--- config.mk ---
export PLATFORM = sky130hd
export DESIGN_NAME = irq_power_ctrl
export DESIGN_NICKNAME = d
export VERILOG_FILES = /design/src/design/irq_power_pkg.sv /design/src/design/irq_power_ctrl.sv
export SDC_FILE = /design/constraint.sdc
export NUM_CORES = 1
export LEC_CHECK = 0
export BUFFER_PORTS_ARGS = -buffer_cell sky130_fd_sc_hd__buf_2
export CORE_MARGIN = 2
export CORE_UTILIZATION = 45
export CTS_BUF_LIST = sky130_fd_sc_hd__clkbuf_4
export DETAILED_ROUTE_END_ITERATION = 8
export MAX_ROUTING_LAYER = met4
export PLACE_DENSITY = 0.75
export SLEW_MARGIN = 0
export SYNTH_ARGS = -nofsm -noshare
export SYNTH_HDL_FRONTEND = slang
export SYNTH_SLANG_ARGS = --single-unit
--- constraint.sdc ---
create_clock -name clk_i -period 1.8 [get_ports clk_i]
set_input_delay 0.09 -clock clk_i [delete_from_list [all_inputs] [get_ports clk_i]]
set_output_delay 0.09 -clock clk_i [all_outputs]
set_load 0.01 [all_outputs]
--- src/design/irq_power_pkg.sv ---
// constants for the interrupt controller and power-mode block
// **********************************************************************
// Operation
// RL1: no interrupt taken while global enable is low; enabled ones taken when high.
// RL2: enable register holds one enable bit per source, bits 6 to 0.
// RL3: priority register at b8, bit 7 reserved, bits 6..0 per-source level.
// RL4: two priority levels, nested; high level interrupts a low-level routine.
// RL5: each source vectors to its fixed address.
// RL6: same-level ties served ext0, timer2, two-wire, timer0, ext1, timer1, uart.
// RL7: setting power control bit 0 enters idle; cpu halts, peripherals run.
// RL8: timers, uart, two-wire and external interrupts stay active during idle.
// RL9: idle ends on any enabled interrupt request or any reset.
// RL10: idle keeps cpu status, registers and ram unchanged.
// RL11: power-down stops the master oscillator and keeps all state.
// RL12: power-down ends only on reset or an external interrupt request.
// RL13: external wake from power-down needs level-sensitive mode and its enable.
// RL14: waking source holds its pin low until the oscillator is stable.
// RL15: idle drives address latch and program strobe high; port 0 floats; code floats it in idle only with external memory.
// RL16: power-down drives both strobes low; port 0 floats with external memory.
// RL17: power-down bit enters power-down; interrupt exit clears the mode bit.
// RL18: request taken only above the level of any routine in service.
// **********************************************************************
package irq_power_pkg;
   // **********************************************************************
   // register addresses and reset values
   // **********************************************************************
   localparam logic [7:0] irq_enable_addr = 8'ha8;
   localparam logic [7:0] irq_priority_addr = 8'hb8;
   localparam logic [7:0] power_control_addr = 8'h87;
   localparam logic [7:0] irq_enable_reset = 8'h00;
   localparam logic [7:0] irq_priority_reset = 8'h00;
   localparam logic [7:0] power_control_reset = 8'h00;
   localparam logic [7:0] priority_used_mask = 8'h7f; // bit 7 reserved, reads 0
   localparam logic [7:0] power_control_mask = 8'h8f; // bits 6..4 unused, read 0

   // field positions
   localparam int global_enable_bit = 7;
   localparam int idle_bit = 0;
   localparam int power_down_bit = 1;

   // **********************************************************************
   // sources in same-level service order
   // **********************************************************************
   localparam int num_sources = 7;
   typedef logic [2:0] bit_index_type;
   // enable/priority bit of each source, indexed by service order
   localparam bit_index_type source_bit [num_sources] = '{
      3'h0,   // external 0
      3'h5,   // timer 2
      3'h6,   // two-wire port
      3'h1,   // timer 0
      3'h2,   // external 1
      3'h3,   // timer 1
      3'h4};  // uart
   localparam logic [15:0] source_vector [num_sources] = '{
      16'h0003, 16'h002b, 16'h0053, 16'h000b, 16'h0013, 16'h001b, 16'h0023};
   // service-order index of the external interrupts
   localparam int ext0_order = 0;
   localparam int ext1_order = 4;

   typedef enum {
      mode_run,
      mode_idle,
      mode_power_down
   } power_state_type;
endpackage

--- src/design/irq_power_ctrl.sv ---
// interrupt controller with idle and power-down mode control
module irq_power_ctrl #(
   parameter int vector_width = 16
) (
   input wire logic clk_i,
   input wire logic reset_i,
   // special function register access
   input wire logic [7:0] sfr_addr_i,
   input wire logic sfr_wr_i,
   input wire logic [7:0] sfr_wdata_i,
   output logic [7:0] sfr_rdata_o,
   output logic sfr_hit_o,
   // source request flags, in service order
   input wire logic ext0_request_flag_i,
   input wire logic timer2_overflow_flag_i,
   input wire logic timer2_external_flag_i,
   input wire logic twowire_request_i,
   input wire logic timer0_overflow_flag_i,
   input wire logic ext1_request_flag_i,
   input wire logic timer1_overflow_flag_i,
   input wire logic uart_rx_flag_i,
   input wire logic uart_tx_flag_i,
   // external interrupt pins and their trigger mode
   input wire logic ext0_pin_n_i,
   input wire logic ext1_pin_n_i,
   input wire logic ext0_edge_mode_i,
   input wire logic ext1_edge_mode_i,
   input wire logic ext_memory_i,
   // cpu core handshake
   output logic irq_request_o,
   output logic [vector_width-1:0] irq_vector_o,
   output logic irq_level_o,
   input wire logic irq_ack_i,
   input wire logic irq_return_i,
   // power-mode effects
   output logic cpu_halt_o,
   output logic osc_stop_o,
   output logic ale_force_o,
   output logic ale_level_o,
   output logic prog_store_strobe_force_o,
   output logic prog_store_strobe_level_o,
   output logic port0_float_o,
   output logic port2_address_o
);
   // refuse a vector port too narrow for the addresses, or source tables of another size
   generate
      if (vector_width < 16) begin : g_width_check
         $error("vector_width must hold a 16-bit vector address");
      end
      if (irq_power_pkg::num_sources != 7) begin : g_source_check
         $error("source tables must list seven sources");
      end
   endgenerate

   // **********************************************************************
   // registers
   // **********************************************************************
   logic [7:0] irq_enable_reg_q;
   logic [7:0] irq_priority_reg_q;
   logic [7:0] power_control_reg_q;
   irq_power_pkg::power_state_type mode_q;
   logic in_service_low_q;
   logic in_service_high_q;

   // combinational request decode
   logic [irq_power_pkg::num_sources-1:0] raw_req;
   logic [irq_power_pkg::num_sources-1:0] pend_high;
   logic [irq_power_pkg::num_sources-1:0] pend_low;
   logic enabled_any;
   logic ext_wake;
   logic take_high;
   logic take_low;
   logic [15:0] chosen_vector;
   logic chosen_level;
   logic wr_enable;
   logic wr_priority;
   logic wr_power;

   // decoded register writes
   assign wr_enable = sfr_wr_i && (sfr_addr_i == irq_power_pkg::irq_enable_addr);
   assign wr_priority = sfr_wr_i && (sfr_addr_i == irq_power_pkg::irq_priority_addr);
   assign wr_power = sfr_wr_i && (sfr_addr_i == irq_power_pkg::power_control_addr);

   // request lines in service order; uart and timer 2 each share one vector
   assign raw_req = {uart_rx_flag_i | uart_tx_flag_i,
                     timer1_overflow_flag_i,
                     ext1_request_flag_i,
                     timer0_overflow_flag_i,
                     twowire_request_i,
                     timer2_overflow_flag_i | timer2_external_flag_i,
                     ext0_request_flag_i};

   // **********************************************************************
   // per-source enable and level split
   // **********************************************************************
   genvar gi;
   generate
      for (gi = 0; gi < irq_power_pkg::num_sources; gi++) begin : g_src
         logic en;
         logic hi;
         assign en = raw_req[gi]
                     && irq_enable_reg_q[irq_power_pkg::source_bit[gi]]; // RL2
         assign hi = irq_priority_reg_q[irq_power_pkg::source_bit[gi]]; // RL3
         assign pend_high[gi] = en && hi;
         assign pend_low[gi] = en && !hi;
      end
   endgenerate

   // any individually enabled request while global enable is set, used to end idle
   assign enabled_any = irq_enable_reg_q[irq_power_pkg::global_enable_bit]
                        && ((|pend_high) || (|pend_low)); // RL9

   // level-triggered, enabled external interrupt with pin low wakes power-down
   assign ext_wake = irq_enable_reg_q[irq_power_pkg::global_enable_bit]
      && ((!ext0_edge_mode_i && !ext0_pin_n_i
           && irq_enable_reg_q[irq_power_pkg::source_bit[irq_power_pkg::ext0_order]])
       || (!ext1_edge_mode_i && !ext1_pin_n_i
           && irq_enable_reg_q[irq_power_pkg::source_bit[irq_power_pkg::ext1_order]]));
   // RL12 RL13 RL14

   // **********************************************************************
   // acceptance against routines in service and global enable
   // **********************************************************************
   // high needs only the high level free; low needs both levels free
   assign take_high = irq_enable_reg_q[irq_power_pkg::global_enable_bit] // RL1
                      && (|pend_high) && !in_service_high_q; // RL4 RL18
   assign take_low = irq_enable_reg_q[irq_power_pkg::global_enable_bit] // RL1
                     && !take_high && (|pend_low)
                     && !in_service_high_q && !in_service_low_q; // RL18

   // fixed order within the chosen level: lowest index wins
   always_comb begin
      chosen_vector = 16'h0000;
      chosen_level = take_high;
      for (int i = irq_power_pkg::num_sources - 1; i >= 0; i--) begin
         if (take_high ? pend_high[i] : pend_low[i]) begin
            chosen_vector = irq_power_pkg::source_vector[i]; // RL5 RL6
         end
      end
   end

   // **********************************************************************
   // register writes
   // **********************************************************************
   // enable register, all eight bits writable
   always_ff @(posedge clk_i) begin
      if (reset_i) begin
         irq_enable_reg_q <= irq_power_pkg::irq_enable_reset;
      end else if (wr_enable) begin
         irq_enable_reg_q <= sfr_wdata_i; // RL1 RL2
      end
   end

   // priority register, reserved bit stores zero
   always_ff @(posedge clk_i) begin
      if (reset_i) begin
         irq_priority_reg_q <= irq_power_pkg::irq_priority_reset;
      end else if (wr_priority) begin
         irq_priority_reg_q <= sfr_wdata_i & irq_power_pkg::priority_used_mask; // RL3
      end
   end

   // power control: software sets mode bits, hardware wake clears them
   always_ff @(posedge clk_i) begin
      if (reset_i) begin
         power_control_reg_q <= irq_power_pkg::power_control_reset; // RL9 RL12
      end else if (wr_power) begin
         power_control_reg_q <= sfr_wdata_i & irq_power_pkg::power_control_mask; // RL7 RL17
      end else if ((mode_q == irq_power_pkg::mode_idle && enabled_any)
                   || (mode_q == irq_power_pkg::mode_power_down && ext_wake)) begin
         power_control_reg_q[irq_power_pkg::idle_bit] <= 1'b0; // RL17
         power_control_reg_q[irq_power_pkg::power_down_bit] <= 1'b0;
      end
   end

   // registered read data, unmapped addresses read zero
   always_ff @(posedge clk_i) begin
      if (reset_i) begin
         sfr_rdata_o <= 8'h00;
         sfr_hit_o <= 1'b0;
      end else begin
         case (sfr_addr_i)
            irq_power_pkg::irq_enable_addr: begin
               sfr_rdata_o <= irq_enable_reg_q;
               sfr_hit_o <= 1'b1;
            end
            irq_power_pkg::irq_priority_addr: begin
               sfr_rdata_o <= irq_priority_reg_q;
               sfr_hit_o <= 1'b1;
            end
            irq_power_pkg::power_control_addr: begin
               sfr_rdata_o <= power_control_reg_q;
               sfr_hit_o <= 1'b1;
            end
            default: begin
               sfr_rdata_o <= 8'h00;
               sfr_hit_o <= 1'b0;
            end
         endcase
      end
   end

   // **********************************************************************
   // power mode state
   // **********************************************************************
   // mode follows the power control bits; power-down wins if both are set
   always_ff @(posedge clk_i) begin
      if (reset_i) begin
         mode_q <= irq_power_pkg::mode_run;
      end else begin
         case (mode_q)
            irq_power_pkg::mode_run: begin
               if (power_control_reg_q[irq_power_pkg::power_down_bit]) begin
                  mode_q <= irq_power_pkg::mode_power_down; // RL17 RL11
               end else if (power_control_reg_q[irq_power_pkg::idle_bit]) begin
                  mode_q <= irq_power_pkg::mode_idle; // RL7
               end
            end
            irq_power_pkg::mode_idle: begin
               if (enabled_any) begin
                  mode_q <= irq_power_pkg::mode_run; // RL9
               end
            end
            irq_power_pkg::mode_power_down: begin
               if (ext_wake) begin
                  mode_q <= irq_power_pkg::mode_run; // RL12
               end
            end
            default: begin
               mode_q <= irq_power_pkg::mode_run;
            end
         endcase
      end
   end

   // **********************************************************************
   // cpu handshake and in-service levels
   // **********************************************************************
   // request keeps being evaluated while idle; only power-down freezes it
   always_ff @(posedge clk_i) begin
      if (reset_i) begin
         irq_request_o <= 1'b0;
         irq_vector_o <= '0;
         irq_level_o <= 1'b0;
      end else if (irq_ack_i && irq_request_o) begin
         irq_request_o <= 1'b0;
      end else if (mode_q != irq_power_pkg::mode_power_down) begin // RL8
         irq_request_o <= take_high || take_low;
         irq_vector_o <= vector_width'(chosen_vector); // RL5
         irq_level_o <= chosen_level; // RL4
      end
   end

   // in-service levels: return pops the highest level, ack pushes the taken one
   always_ff @(posedge clk_i) begin
      if (reset_i) begin
         in_service_high_q <= 1'b0;
         in_service_low_q <= 1'b0;
      end else begin
         if (irq_return_i) begin
            if (in_service_high_q) begin
               in_service_high_q <= 1'b0; // RL18
            end else begin
               in_service_low_q <= 1'b0;
            end
         end
         // a take in the same cycle as a return is not lost; the set wins
         if (irq_ack_i && irq_request_o) begin
            if (irq_level_o) begin
               in_service_high_q <= 1'b1; // RL4
            end else begin
               in_service_low_q <= 1'b1;
            end
         end
      end
   end

   // **********************************************************************
   // pin states in idle and power-down
   // **********************************************************************
   // force/level pairs; the port logic outside applies them
   always_ff @(posedge clk_i) begin
      if (reset_i) begin
         cpu_halt_o <= 1'b0;
         osc_stop_o <= 1'b0;
         ale_force_o <= 1'b0;
         ale_level_o <= 1'b0;
         prog_store_strobe_force_o <= 1'b0;
         prog_store_strobe_level_o <= 1'b0;
         port0_float_o <= 1'b0;
         port2_address_o <= 1'b0;
      end else begin
         // halt keeps cpu state, registers and ram frozen
         cpu_halt_o <= (mode_q != irq_power_pkg::mode_run); // RL10 RL11
         osc_stop_o <= (mode_q == irq_power_pkg::mode_power_down); // RL11
         ale_force_o <= (mode_q != irq_power_pkg::mode_run);
         ale_level_o <= (mode_q == irq_power_pkg::mode_idle); // RL15 RL16
         prog_store_strobe_force_o <= (mode_q != irq_power_pkg::mode_run);
         prog_store_strobe_level_o <= (mode_q == irq_power_pkg::mode_idle); // RL15 RL16
         port0_float_o <= (mode_q != irq_power_pkg::mode_run) && ext_memory_i; // RL15 RL16
         port2_address_o <= (mode_q == irq_power_pkg::mode_idle) && ext_memory_i; // RL15
      end
   end
endmodule // irq_power_ctrl

-- Yosys cells after proc, flatten, opt, wreduce, memory -nomap -nowiden
Cells that the tools add are included.
- add/sub/neg operators: 0
- multipliers: 0
- divide/modulo/power cells: 0
- $lt $le $gt $ge: 0
- equal/unequal tests: 11
- shift-type cells: 0
- multiplexer cells: 30
- bitwise logic cells: 3
- reduce and logical (&&, ||, !) cells: 68
- operators with widths (operator ; number):
    $mux W32 ; 4
    $pmux W32 S3 ; 1
    $eq A32 B2 Y1 const B ; 2
    $mux W16 ; 4
    $logic_and A1 B1 Y1 ; 41
    $eq A32 B1 Y1 const B ; 1
    $eq A32 B3 Y1 const B ; 1
    $logic_not A32 Y1 ; 1
    $ne A32 B3 Y1 const B ; 1
    $reduce_bool A32 Y1 ; 1
    $eq A8 B8 Y1 const B ; 3
    $pmux W8 S3 ; 1
    $mux W6 ; 3
    $mux W1 ; 15
    $logic_not A1 Y1 ; 14
    $reduce_or A7 Y1 ; 2
    $logic_or A1 B1 Y1 ; 4
    $mux W2 ; 2
    $ne A2 B2 Y1 const B ; 2
    $ne A3 B3 Y1 const B ; 1
    $reduce_and A3 Y1 ; 1
    $reduce_or A3 Y1 ; 1
    $or A1 B1 Y1 ; 2
    $reduce_and A2 Y1 ; 1
    other kinds (3) ; 3
- bits in registers: 86
- latch bits: 0
- bits in writable memories: 0
- bits in read-only memories: 0
- input bits: 35
- output and inout port bits: 35
- logic and storage cells: 129
- memories kept: 0

-- Depth between registers and ports, before layout
- word-level depth: 14
- depth in mapped cells: 7
- depth with buffers taken out: 6

-- Least setup slack after synthesis
Ideal clock, no wire load.
- kind: register -> register
- start point: reg irq_priority_reg_q[3]
- end point: reg irq_vector_o[5]
- setup time: 0.060 ns
- arrival: 1.971 ns
- data required time: 1.740 ns
- setup slack: -0.231 ns
- stages on the path, launching flop included: 7
- buffers on the path: 0
- clock period less this slack: 2.031 ns
- cell sequence: dfxtp_1 > and3_1 > nand2b_4 > o41a_1 > or3_1 > a2111oi_2 > a221o_1
- longest elaborated chain between the ends: 12
- elaborated cells between the ends (all ways): 20
- classes of those cells: mux (14); reduce/logical (6)
- ends and longest elaborated chain (element ; RTL line ; text):
    start: declaration ; irq_power_ctrl.sv:59 ; logic [7:0] irq_priority_reg_q;
    start signal: assignment ; irq_power_ctrl.sv:157 ; irq_priority_reg_q <= irq_power_pkg::irq_priority_reset;
    start signal: assignment ; irq_power_ctrl.sv:159 ; irq_priority_reg_q <= sfr_wdata_i & irq_power_pkg::priority_used_mask;
    $logic_and A1 B1 Y1 ; irq_power_ctrl.sv:104 ; assign pend_high[gi] = en && hi;
    $reduce_or A7 Y1 ; irq_power_ctrl.sv:126 ; && (|pend_high) && !in_service_high_q;
    $logic_and A1 B1 Y1 (2 in series) ; irq_power_ctrl.sv:126 ;
    $mux W1 ; irq_power_ctrl.sv:136 ; if (take_high ? pend_high[i] : pend_low[i]) begin
    $mux W6 (3 in series) ; irq_power_ctrl.sv:136 ;
    $mux W16 (3 in series) ; irq_power_ctrl.sv:136 ;
    $mux W16 * ; irq_power_ctrl.sv:136 ;
    end signal: assignment ; irq_power_ctrl.sv:249 ; irq_vector_o <= vector_width'(chosen_vector);
    end: declaration ; irq_power_ctrl.sv:31 ; output logic [vector_width-1:0] irq_vector_o,
Every way passes the cells marked *; elsewhere a longest branch is shown, timed or not.
A chain may end at the register's enable or synchronous reset.

-- Worst setup path in the final report
- start point: reg irq_priority_reg_q[3]
- end point: reg irq_vector_o[3]
- longest elaborated chain between the ends: 11
- elaborated cells between the ends (all ways): 18
- classes of those cells: mux (12); reduce/logical (6)
- ends and longest elaborated chain (element ; RTL line):
    $logic_and A1 B1 Y1 ; irq_power_ctrl.sv:104
    $reduce_or A7 Y1 ; irq_power_ctrl.sv:126
    $logic_and A1 B1 Y1 (2 in series) ; irq_power_ctrl.sv:126
    $mux W1 ; irq_power_ctrl.sv:136
    $mux W6 (2 in series) ; irq_power_ctrl.sv:136
    $mux W16 (3 in series) ; irq_power_ctrl.sv:136
    $mux W16 * ; irq_power_ctrl.sv:136
Marked as above.

==> flow_metrics.tcl <==
set metrics [dict create \
    synth_cell_types 51 \
    critPathBufInv 0 \
    grt_pass1_vias 1998 \
    area_growth_pct 38.9 \
    fin_ws_ns -0.185 \
    final_common_cell "buf_2" \
    post_dp_cell_area_um2 2830 \
    cp_top_family "simple AND/OR/NAND/NOR gates" \
    clk_latency_ns 0.38 \
    regArea_um2 905 \
    final_cells 433 \
    synth_edf_count 0 \
    via_per_inst 5.10 \
    fin_area_um2 3110 \
    avgSynthCellArea_um2 8.75 \
    numPortBuffers 59 \
    antenna_found_initial 0 \
    grt_max_degree 20 \
    ios 70 \
    rsz0062_at_grt "true" \
    hold_path_class "in -> reg" \
    period_needed_ns 1.99 \
    cts_root_buf "clkbuf_4" \
    status "complete, but fails checks" \
    dieHeight_um 74.5 \
    fin_skew_ns 0.0117 \
    crit_path_start_kind "flop" \
    worstSetupEndpointType "flop" \
    cts_buffers 5 \
    tightest_slew_ns 0.526 \
    ys_seq_area_share_pct 40.2 \
    grt_overflow 0 \
    tritoncts "built" \
    synth_area_leaders "dfxtp_1, mux2i_1, nor2_1" \
    yosys.area.top_type_share_pct 40.2 \
    fin_crit_sh_pct 110 \
    nNetsFinal 400 \
    violations "negative setup slack" \
    hold_ws_ns 0.0751 \
    dieArea_um2 5560 \
    syn-cell-area_um2 2240 \
    postSynthCellCount 256 \
    r2r_slack_ns -0.19 \
    start_util_pct 47.1 \
    layout_common_cells "buf_2, nor2_1, buf_4, dfxtp_1, mux2i_1" \
    grtUsageTotal_pct 21.9 \
    finalSetupViolCount 6 \
    critPathKind "reg -> reg" \
    critical_path.max_fanout 4 \
    num_rows 25 \
    clkTransAtPathRegs_ns 0.14 \
    worst-path-stages 6 \
    cp.arrival_ns 2.30 \
    chipWidth_um 74.5 \
    fmax_mhz 504 \
    routed_wl_um 5800 \
    wl_per_cell_um 13.4 \
    setup_tns_ns -0.415 \
    cp_slowest_cell "or3_4" \
    async_reset_ff_share_pct 0 \
    dpl.cell_count 408 \
    yosysTopAreaCell "dfxtp_1" \
    routabilityCongestion 0.938 \
    maxCapViolations 0 \
    synth-seq-cells 45 \
    ant_nets 0 \
    final-max-slew-violation-count 0 \
    htreeDepth 2 \
    ys_warn_count 0 \
    post-route-util_pct 65.4 \
    p_leak_nw 1.44 \
    synth-main-ff-cell "dfxtp_1" \
    hold_violations 0 \
    holdPathStages 5 \
    drc 0 \
    slowest_delay_ns 0.40 \
    p_total_mw 1.77 \
    clockBufferDepth 2 \
    cts_sinks 45 \
    firstDrtPassIters 4 \
    grt_pass1_wl_um 8950 \
    vdd_ir_drop_max_v 0.000388 \
    fill_cells 418 \
    cellPowerDensity_nw_per_um2 569 \
    path_cells "and3_4 > nand2b_4 > o41a_1 > or3_4 > a2111oi_4 > nand3b_1" \
    coreArea_um2 4750 \
    slew-limit-headroom_pct 64.6 \
    dp_hpwl_um 4330 \
    multi_input_area_um2 1270 \
    worst-endpoint-required_ns 2.12 \
    drive_gt1_share_pct 36.1 \
    antenna_cells 0 \
    dp_slack_ns -0.163 \
    vias 2207 \
    drt_iter0_markers 170 \
    rr_worst_depth 6 \
]
-- where the power goes --
group          internal [mW]  switching, mW  leakage, nW
registers              0.997       0.000569        0.364
logic                 0.0576         0.0663         1.03
clock network          0.302          0.346       0.0462
-- area by class of cell --
cell class / instances / share of cell area [%]
clock buffers: 5 / 1.21
well taps: 67 / 2.69
flip-flops and latches: 45 / 29.1
repair buffers: 116 / 24.1
clock inverters: 3 / 1.53
inverters: 5 / 0.603
multi-input cells: 192 / 40.8
-- what timing repair did --
item                       CTS  global route
hold buffers                11             0
setup endpoints to repair    5             7
setup buffers                2             4
resized for setup            7             1
pin swaps                    2             0
hold endpoints to repair    20             0
cloned                       0             0
-- synth_stat cells (4+ instances only) --
cell       n
nor2_1    47
nor3_1     8
clkbuf_1   5
o21ai_0    4
mux2i_1   26
buf_1      4
nand3b_1   4
nand3_1    7
nand2b_1   6
nand2_1   17
a21oi_1   14
buf_4     14
dfxtp_1   45
-- path summary, 6_finish.rpt --
kind	startpoint	endpoint
max	irq_priority_reg_q[3]	irq_vector_o[3]
min	sfr_addr_i[0]	sfr_hit_o
max reg2reg	irq_priority_reg_q[3]	irq_vector_o[3]
min reg2reg	irq_vector_o[6]	irq_vector_o[6]
-- cells by family after synthesis --
logic type,count (synthesis),share of synthesized area (%)
flip-flops,45,40.2
XOR/XNOR,3,1.17
other,1,0.167
buffers and inverters,28,7.04
AND/OR/NAND/NOR,104,22.3
multiplexers,26,11.6
AO/OA/AOI/OAI,49,17.4
-- layer usage --
| metal | vias up | GRT usage, % | routed length [um] |
|---|---|---|---|
| li1 | 1105 | - | - |
| met3 | 19 | 4.47 | 322 |
| met2 | 77 | 35.8 | 2750 |
| met5 | - | - | 0 |
| met4 | 0 | 8.73 | 162 |
| met1 | 1006 | 26.5 | 2560 |
-- state kept, by name, indices dropped and copies added, names as in the netlist, 2 cells and up --
signal and count:
irq_enable_reg_q 8, sfr_rdata_o 8, irq_priority_reg_q 7, irq_vector_o 5
power_control_reg_q 5, mode_q 2
-- worst register-to-register path, cell delays in order, from the launching register on --
cell,delay (ns)
dfxtp_2,0.34
and3_4,0.16
nand2b_4,0.15
o41a_1,0.37
or3_4,0.40
a2111oi_4,0.33
nand3b_1,0.18
Power figures use the tool's default switching activity.
